## src/include/capture_regs.svh

```systemverilog
// register offsets, field positions, reset values and widths of the capture channel
`ifndef CAPTURE_REGS_SVH
`define CAPTURE_REGS_SVH

// ==========================================================
// register byte offsets (one aligned word each)
`define OFS_MODE     8'h00
`define OFS_START    8'h04
`define OFS_STOP     8'h08
`define OFS_ENABLED  8'h0c
`define OFS_COUNTER  8'h10
`define OFS_CAPTURE  8'h14
`define OFS_STATUS   8'h18
`define OFS_MASK     8'h1c

// ==========================================================
// mode register fields
`define MODE_OPMODE_LSB   0
`define MODE_EDGE_LSB     2
`define MODE_TRIG_BIT     4
`define MODE_CLKSEL_LSB   8
`define MODE_RESET        32'h0000_0000

// status / mask bits
`define ST_CAPTURE_BIT    0
`define MASK_RESET        1'h0

// ==========================================================
// widths and the counter zero value
`define COUNTER_W         16
`define CLKSEL_W          4
`define COUNTER_ZERO      16'h0000

`endif

```

## src/include/capture_pkg.sv

```systemverilog
// types shared by the capture channel files
package capture_pkg;

  typedef enum logic [1:0] {
    opmode_interval,
    opmode_capture,
    opmode_rsvd2,
    opmode_rsvd3
  } opmode_e;

  typedef enum logic [1:0] {
    edge_falling,
    edge_rising,
    edge_both,
    edge_rsvd
  } edge_e;

endpackage

```

## src/edge_detect.sv

```systemverilog
// valid-edge detector for the capture input pin
module edge_detect
  import capture_pkg::*;
(
  input wire logic clk_i,
  input wire logic rst_i,
  input wire logic pin_i,
  input wire edge_e edge_sel_i,
  output logic valid_edge_o
);

  logic prev_ff;

  always_ff @(posedge clk_i) begin
    if (rst_i) begin
      prev_ff <= 1'b0;
    end else begin
      prev_ff <= pin_i;
    end
  end

  // rising only counts rising transitions; both accepts either
  always_comb begin
    case (edge_sel_i)
      edge_falling: valid_edge_o = prev_ff & ~pin_i;
      edge_rising: valid_edge_o = ~prev_ff & pin_i;
      edge_both: valid_edge_o = prev_ff ^ pin_i;
      default: valid_edge_o = 1'b0;
    endcase
  end

endmodule

```

## src/capture_channel.sv

```systemverilog
// pulse interval capture channel with a classic wishbone register slave
// =====================================================================
// Overview of operation
// on each valid edge in capture mode, counter is copied into capture register
// counter restarts at zero in the same cycle as the capture
// every capture sets the capture-done interrupt request
// writing one to start bit enables counting from zero
// writing one to stop bit disables counting
// valid edge is selectable; rising setting accepts rising transitions only
// operation clock selectable; setting zero is the undivided peripheral clock
// trigger source selectable; pin valid edge triggers capture
// operating mode selects capture mode, where edges capture the counter
// software discards the first capture after start
// software clears the request flag so later captures are seen
// while enabled, counter advances by one per operation clock tick
//
// Decided for this implementation: register access over Wishbone and the placing of the registers.
`include "capture_regs.svh"

module capture_channel
  import capture_pkg::*;
(
  input wire logic clk_i,
  input wire logic rst_i,
  input wire logic wb_cyc_i,
  input wire logic wb_stb_i,
  input wire logic wb_we_i,
  input wire logic [7:0] wb_adr_i,
  input wire logic [3:0] wb_sel_i,
  input wire logic [31:0] wb_dat_i,
  output logic [31:0] wb_dat_o,
  output logic wb_ack_o,
  input wire logic capture_input_pin_i,
  output logic capture_done_irq_o
);

  // =====================================================================
  // register state
  opmode_e opmode_ff;
  edge_e edge_sel_ff;
  logic trig_pin_ff;
  logic [`CLKSEL_W-1:0] clksel_ff;
  logic enabled_ff;
  logic [`COUNTER_W-1:0] channel_counter_ff;
  logic [`COUNTER_W-1:0] channel_capture_reg_ff;
  logic status_ff;
  logic mask_ff;
  logic irq_ff;
  logic ack_ff;
  logic [31:0] rdata_ff;
  logic [14:0] presc_ff;

  logic bus_req;
  logic wr_req;
  logic rd_req;
  logic valid_edge;
  logic capture_evt;
  logic tick;
  logic start_wr;
  logic stop_wr;
  logic status_rd;
  logic [31:0] nxt_rdata;
  logic [14:0] presc_mask;

  // single-cycle answer: ack rises the cycle after the request, then drops
  assign bus_req = wb_cyc_i & wb_stb_i & ~ack_ff;
  assign wr_req = bus_req & wb_we_i;
  assign rd_req = bus_req & ~wb_we_i;
  assign start_wr = wr_req && wb_adr_i == `OFS_START && wb_sel_i[0] && wb_dat_i[0];
  assign stop_wr = wr_req && wb_adr_i == `OFS_STOP && wb_sel_i[0] && wb_dat_i[0];
  assign status_rd = rd_req && wb_adr_i == `OFS_STATUS;

  // =====================================================================
  // edge detection and capture trigger
  edge_detect u_edge (
    .clk_i(clk_i),
    .rst_i(rst_i),
    .pin_i(capture_input_pin_i),
    .edge_sel_i(edge_sel_ff),
    .valid_edge_o(valid_edge)
  );

  // capture only with pin trigger, capture mode, and counting enabled
  assign capture_evt = valid_edge & trig_pin_ff & enabled_ff & (opmode_ff == opmode_capture);

  // =====================================================================
  // operation clock prescaler: divides by 2**clksel, clksel 0 ticks every cycle
  // one mask bit per prescaler stage; stage i is used when clksel exceeds i
  for (genvar i = 0; i < 15; i++) begin : g_mask
    assign presc_mask[i] = clksel_ff > 4'(i);
  end

  assign tick = (presc_ff & presc_mask) == 15'h0000;

  always_ff @(posedge clk_i) begin
    if (rst_i || start_wr || !enabled_ff) begin
      presc_ff <= 15'h0000;
    end else begin
      presc_ff <= presc_ff + 15'h0001;
    end
  end

  // =====================================================================
  // configuration register
  always_ff @(posedge clk_i) begin
    if (rst_i) begin
      opmode_ff <= opmode_interval;
      edge_sel_ff <= edge_falling;
      trig_pin_ff <= 1'b0;
      clksel_ff <= '0;
    end else if (wr_req && wb_adr_i == `OFS_MODE) begin
      if (wb_sel_i[0]) begin
        opmode_ff <= opmode_e'(wb_dat_i[`MODE_OPMODE_LSB +: 2]);
        edge_sel_ff <= edge_e'(wb_dat_i[`MODE_EDGE_LSB +: 2]);
        trig_pin_ff <= wb_dat_i[`MODE_TRIG_BIT];
      end
      if (wb_sel_i[1]) begin
        clksel_ff <= wb_dat_i[`MODE_CLKSEL_LSB +: `CLKSEL_W];
      end
    end
  end

  // =====================================================================
  // start / stop control; start wins when both land together
  always_ff @(posedge clk_i) begin
    if (rst_i) begin
      enabled_ff <= 1'b0;
    end else if (start_wr) begin
      enabled_ff <= 1'b1;
    end else if (stop_wr) begin
      enabled_ff <= 1'b0;
    end
  end

  // =====================================================================
  // counter: cleared on start and on capture, else counts per tick
  always_ff @(posedge clk_i) begin
    if (rst_i) begin
      channel_counter_ff <= `COUNTER_ZERO;
    end else if (start_wr) begin
      channel_counter_ff <= `COUNTER_ZERO;
    end else if (capture_evt) begin
      channel_counter_ff <= `COUNTER_ZERO;
    end else if (enabled_ff && tick) begin
      channel_counter_ff <= channel_counter_ff + 16'h0001;
    end
  end

  // the first value after start spans from the start command, not an edge
  always_ff @(posedge clk_i) begin
    if (rst_i) begin
      channel_capture_reg_ff <= `COUNTER_ZERO;
    end else if (capture_evt) begin
      channel_capture_reg_ff <= channel_counter_ff;
    end
  end

  // =====================================================================
  // interrupt: sticky status, cleared by reading it; a new capture wins
  always_ff @(posedge clk_i) begin
    if (rst_i) begin
      status_ff <= 1'b0;
    end else if (capture_evt) begin
      status_ff <= 1'b1;
    end else if (status_rd) begin
      status_ff <= 1'b0;
    end
  end

  always_ff @(posedge clk_i) begin
    if (rst_i) begin
      mask_ff <= `MASK_RESET;
    end else if (wr_req && wb_adr_i == `OFS_MASK && wb_sel_i[0]) begin
      mask_ff <= wb_dat_i[`ST_CAPTURE_BIT];
    end
  end

  // one cycle behind the status bit so the output comes from a flip-flop
  always_ff @(posedge clk_i) begin
    if (rst_i) begin
      irq_ff <= 1'b0;
    end else begin
      irq_ff <= status_ff & mask_ff;
    end
  end

  // =====================================================================
  // read mux; unmapped offsets read zero and are still acknowledged
  always_comb begin
    nxt_rdata = 32'h0000_0000;
    case (wb_adr_i)
      `OFS_MODE: begin
        nxt_rdata[`MODE_OPMODE_LSB +: 2] = opmode_ff;
        nxt_rdata[`MODE_EDGE_LSB +: 2] = edge_sel_ff;
        nxt_rdata[`MODE_TRIG_BIT] = trig_pin_ff;
        nxt_rdata[`MODE_CLKSEL_LSB +: `CLKSEL_W] = clksel_ff;
      end
      `OFS_ENABLED: nxt_rdata[0] = enabled_ff;
      `OFS_COUNTER: nxt_rdata[`COUNTER_W-1:0] = channel_counter_ff;
      `OFS_CAPTURE: nxt_rdata[`COUNTER_W-1:0] = channel_capture_reg_ff;
      `OFS_STATUS: nxt_rdata[`ST_CAPTURE_BIT] = status_ff;
      `OFS_MASK: nxt_rdata[`ST_CAPTURE_BIT] = mask_ff;
      default: nxt_rdata = 32'h0000_0000;
    endcase
  end

  always_ff @(posedge clk_i) begin
    if (rst_i) begin
      ack_ff <= 1'b0;
      rdata_ff <= 32'h0000_0000;
    end else begin
      ack_ff <= bus_req;
      if (rd_req) begin
        rdata_ff <= nxt_rdata;
      end
    end
  end

  assign wb_ack_o = ack_ff;
  assign wb_dat_o = rdata_ff;
  assign capture_done_irq_o = irq_ff;

endmodule

```

## config.mk

```make
export PLATFORM = sky130hd
export DESIGN_NAME = capture_channel
export DESIGN_NICKNAME = d
export VERILOG_FILES = /design/src/include/capture_pkg.sv /design/src/edge_detect.sv /design/src/capture_channel.sv
export VERILOG_INCLUDE_DIRS = /design/src /design/src/include
export SDC_FILE = /design/constraint.sdc
export NUM_CORES = 1
export LEC_CHECK = 0
export BUFFER_PORTS_ARGS = -buffer_cell sky130_fd_sc_hd__buf_2
export CAP_MARGIN = 40
export CORE_MARGIN = 3
export CORE_UTILIZATION = 50
export DETAILED_ROUTE_END_ITERATION = 10
export GPL_ROUTABILITY_DRIVEN = 0
export PLACE_DENSITY = 0.75
export SLEW_MARGIN = 40
export SYNTH_ARGS = -nofsm -noshare
export SYNTH_HDL_FRONTEND = slang
export SYNTH_SLANG_ARGS = --single-unit
export TNS_END_PERCENT = 5
```

## constraint.sdc

```tcl
create_clock -name clk_i -period 2.6 [get_ports clk_i]
set_clock_uncertainty 0.15 [all_clocks]
set_input_delay 0 -clock clk_i [delete_from_list [all_inputs] [get_ports clk_i]]
set_output_delay 0 -clock clk_i [all_outputs]
set_load 0.03 [all_outputs]
```

# Yosys cells after proc, flatten, opt, wreduce, memory -nomap -nowiden
# Cells that the tools add are included.
word_totals:
  output_inout_bits: 34
  input_bits: 50
  register_bits: 78
  elab_cells: 89
op_classes:
  n_lt_le_gt_ge: 15
  add_sub_neg: 2
  n_reduce_logical: 22
  bitwise: 16
  eq_ne: 10
  muxes: 10
ops:
  columns: ["operator", "count"]
  rows:
  - ["== test 8 x 5 -> 1 bit (second input constant)", 4]
  - ["> comparator 4 bit (second input constant)", 7]
  - ["case mux 4 bit (3 select lines)", 2]
  - ["adder 16 x 1 -> 16 bit (second input constant)", 1]
  - ["== test 8 x 4 -> 1 bit (second input constant)", 2]
  - ["> comparator 4 x 3 -> 1 bit (second input constant)", 4]
  - ["adder 15 x 1 -> 15 bit (second input constant)", 1]
  - ["bitwise AND 15 bit", 1]
  - ["zero test 15 bit", 1]
  - ["logical AND 1 bit", 11]
  - ["bitwise AND 1 bit", 10]
  - ["== test 8 x 3 -> 1 bit (second input constant)", 1]
  - ["> comparator 4 x 1 -> 1 bit (second input constant)", 2]
  - ["> comparator 4 x 2 -> 1 bit (second input constant)", 2]
  - ["zero test 8 bit", 1]
  - ["case mux 4 bit (2 select lines)", 1]
  - ["case mux 1 bit (6 select lines)", 1]
  - ["case mux 3 bit (2 select lines)", 1]
  - ["== test 2 x 1 -> 1 bit (second input constant)", 2]
  - ["2-to-1 mux 1 bit", 4]
  - ["NOT 1 bit", 4]
  - ["AND reduction 2 bit", 2]
  - ["nonzero test 2 bit", 2]
  - ["case mux 1 bit (3 select lines)", 1]
  - ["6 further kinds", 7]

# Logic depth before layout (Yosys ltp)
logic_depth:
  word_depth: 8
  depth_mapped: 9
  depth_no_buf: 7

# Cells and area by module
# From an unflattened synthesis, not the netlist that was laid out.
unflattened:
  hier_cells: 437
  area_unflattened_um2: 3766.1
by_module_without_submodules:
  columns: ["mod", "seq_area_each_um2", "area_per_inst_um2", "n_inst", "cells_per_inst"]
  rows:
  - ["capture_channel", 1541.5, 3687.3, 1, 428]
  - ["edge_detect", 20.0, 78.8, 1, 9]

# Worst setup path before layout
# OpenSTA, ideal clock, no wires.
synth_timing:
  path_type: "reg2reg"
  start: "reg clksel_ff[0]"
  end: "reg channel_counter_ff[6]"
  synth_period_minus_slack_ns: 2.089
  t_required_ns: 2.380
  setup_slack_ns: 0.511
  arrival_ns: 1.869
  n_path_buf: 1
  path_stages_with_launch: 8
  cell_sequence: "dfxtp_1 > buf_6 > o41ai_2 > o211ai_1 > nor3_4 > nand2_4 > or4_1 > a21oi_1"
synth_via:
  elab_chain_len: 4
synth_lines:
  columns: ["item", "line_no", "text"]
  rows:
  - ["from (decl)", "capture_channel.sv:42", "logic [`CLKSEL_W-1:0] clksel_ff;"]
  - ["from (signal assigned)", "capture_channel.sv:118", "clksel_ff <= wb_dat_i[`MODE_CLKSEL_LSB +: `CLKSEL_W];"]
  - ["> comparator 4 x 1 -> 1 bit (tied with other cells)", "capture_channel.sv:90", "assign presc_mask[i] = clksel_ff > 4'(i);"]
  - ["bitwise AND 15 bit (*)", "capture_channel.sv:93", "assign tick = (presc_ff & presc_mask) == 15'h0000;"]
  - ["zero test 15 bit (*)", "capture_channel.sv:93", null]
  - ["logical AND 1 bit (*)", "capture_channel.sv:144", "end else if (enabled_ff && tick) begin"]
  - ["to (signal assigned)", "capture_channel.sv:141", "channel_counter_ff <= `COUNTER_ZERO;"]
  - ["to (signal assigned)", "capture_channel.sv:143", "channel_counter_ff <= `COUNTER_ZERO;"]
  - ["to (signal assigned)", "capture_channel.sv:145", "channel_counter_ff <= channel_counter_ff + 16'h0001;"]
  - ["to (decl)", "capture_channel.sv:44", "logic [`COUNTER_W-1:0] channel_counter_ff;"]
# Every way passes the cells marked *; elsewhere a longest branch is shown, timed or not.
# A chain may end at the register's enable or synchronous reset.

# Worst setup path in the final report
layout_timing:
  start: "in wb_adr_i[1]"
  end: "reg clksel_ff[0]"
layout_via:
  elab_chain_len: 3
layout_lines:
  columns: ["item", "line_no", "text"]
  rows:
  - ["from (decl)", "capture_channel.sv:28", "input wire logic [7:0] wb_adr_i,"]
  - ["zero test 8 bit", null, null]
  - ["logical AND 1 bit (no source line)", null, null]
  - ["AND reduction 2 bit (no source line)", null, null]
# Every way passes these cells.

==> flow_summary.toml <==
[placement]
dp_hpwl_um = 5570
dp_slack_ps = 272
port_buffers = 42

[pwr]
power_density_nw_per_um2 = 525
vdd_drop_max_mv = 0.277
p_leak_nw = 1.67

[critical_path]
path_max_fanout = 5
cp.required_ps = 2680
crit_type = "input port to register"
cp.arrival_ps = 2460
critPathCaptureType = "register"
crit_path_start_kind = "input port"

[route]
final_antenna_net_count = 0
route.detailed.drc = 0
dr.pass1.iters = 5
routedWlPerCell_um = 14.6
vias_per_cell = 5.45
vias = 3113
routed_wl_um = 8330
drt_iter0_drc = 156

[cts]
clock_sinks = 78
ctsResizeCount = 0
cts_buffer_depth = 2
cts_root_buffer = "clkbuf_8"
cts_max_level = 3
numCtsBuffers = 9
path_clk_slew_ps = 80
postCtsSetupBuffers = 0
cts_tree = "yes"
clk_latency_ps = 350
postCtsHoldBufs = 24

[finish]
syn2layout_area_growth_pct = 18.2
n_fill_cell = 614
drive_gt1_share_pct = 16.2
final_common_cell = "dfxtp_1"
multi_input_area_um2 = 1850
n_antenna_cell = 0
seqCellArea_um2 = 1560
finalNetCount = 525
layout_common_cells = "78 x dfxtp_1, 70 x nor2_1, 42 x buf_2"

[synth]
async_flop_share_pct = 0
avgSynthCellArea_um2 = 8.84
syn_area_um2 = 3600
yosys_register_bits = 78
synth_flop_cell = "dfxtp_1"
netlist_instances = 407
synth-edff-count = 0
synth_top_area_share_pct = 43.4
synth-seq-area-share_pct = 43.4
yosysWarningCount = 0
synthDistinctLibCells = 47
yosysTopAreaCell = "dfxtp_1"
yosys-top-cells-area = "dfxtp_1 43%, nor2_1 7.3%, mux2i_1 7.2%"

[timing]
setup_slack_ps = 212
hold_violations = 0
worst_pin_slew_ps = 633
setup_viol = 0
max-slew-margin-rel_pct = 57.8
layout_min_cycle_time_ps = 2390
fin_tns_setup_ps = 0
rsz0062_at_grt = "false"
fmax_mhz = 419
finalMaxSlewViolations = 0
min_period_over_period_pct = 91.8

[global_routing]
gr-total-overflow = 0
grt_use_total_pct = 21.2
grt_pass1_wl_um = 14200
grt_pass1_vias = 2958
grt_max_degree = 42
grt_antenna_before_repair = 0

[die]
core_um2 = 6870
die_area_um2 = 8250
initial_core_util_pct = 52.3
chipWidth_um = 90.8
num_rows = 30
die_y_um = 90.8
io_pins = 84

[hold_path]
hp-class = "input port to register"

[run]
drv_cap = 0

[run_status]
status = "complete, no violations"
critical path, stage by stage:
cell           delay (ps)
dlygate4sd3_1         550
buf_2                 150
nor3_2                300
nand2_1               170
nor3_2                430
mux2i_1               230
dlygate4sd3_1         580
nor2_1                 50
synth_stat cells, types with 10 or more instances:
cell	number
dfxtp_1	78
nand3_1	19
mux2i_1	26
a211oi_1	12
and3_1	13
xor2_1	10
nor2_1	70
o21ai_0	20
buf_4	16
clkbuf_1	11
a21oi_1	12
nand2_1	27
state kept, by name (all words and copies together) (netlist names):
| name | flops |
|---|---|
| channel_capture_reg_ff | 16 |
| channel_counter_ff | 16 |
| wb_dat_o | 16 |
| presc_ff | 15 |
| clksel_ff | 4 |
| edge_sel_ff | 2 |
| opmode_ff | 2 |
| capture_done_irq_o | 1 |
| enabled_ff | 1 |
| mask_ff | 1 |
| status_ff | 1 |
| trig_pin_ff | 1 |
| u_edge.prev_ff | 1 |
| wb_ack_o | 1 |
cell families after synthesis:
| family | after synthesis | synth area share, % |
|---|---|---|
| AO/OA/AOI/OAI | 77 | 14.8 |
| XOR/XNOR | 18 | 4.38 |
| adder cells (fa/ha/maj) | 4 | 1.39 |
| buffers and inverters | 43 | 6.82 |
| flip-flops | 78 | 43.4 |
| multiplexers | 28 | 7.86 |
| other | 1 | 0.104 |
| AND/OR/NAND/NOR | 158 | 21.2 |
path summary, 6_finish.rpt:
kind,startpoint,endpoint,slack [ps],cells after the start
worst max-delay path,wb_adr_i[1],clksel_ff[0]$_SDFFE_PP0P_,210,8
worst min-delay path,wb_sel_i[0],trig_pin_ff$_SDFFE_PP0P_,10,5
worst max register to register,clksel_ff[3]$_SDFFE_PP0P_,channel_counter_ff[6]$_SDFFE_PP0P_,250,6
worst min register to register,mask_ff$_SDFFE_PP0P_,capture_done_irq_o$_SDFF_PP0_,300,2
layout make-up:
type,count,share of cell area [%]
multi-input combinational,301,43.4
sequential,78,36.7
timing repair buffer,74,12.0
clock buffer,9,2.91
tap,96,2.83
clock inverter,6,1.50
inverter,7,0.618
per-stage QoR:
stage	std cells	cell area (um2)	power [mW]	util (%)	hold WS (ps)
3_3_place_gp	532	3820	1.36	55.7	86.6
6_report	571	4250	2.23	61.9	14.0
3_5_place_dp	532	3820	1.36	55.7	92.7
4_1_cts	571	4250	2.25	61.9	2.25
2_1_floorplan	422	3650	1.33	-	-9.58
5_1_grt	571	4250	2.31	61.9	42.4
per-layer routing:
layer,share of wire [%],GRT usage [%],up-vias
li1,-,-,1543
met1,44,25.9,1467
met2,50,36.1,86
met3,4.3,3.58,17
met4,2.3,9.92,0
met5,0,0,-
power breakdown:
| part | internal (mW) | switching (mW) |
|---|---|---|
| Clock | 0.436 | 0.446 |
| Sequential | 1.20 | 0.00345 |
| Combinational | 0.0495 | 0.0978 |
(Power assumes the default switching activity.)
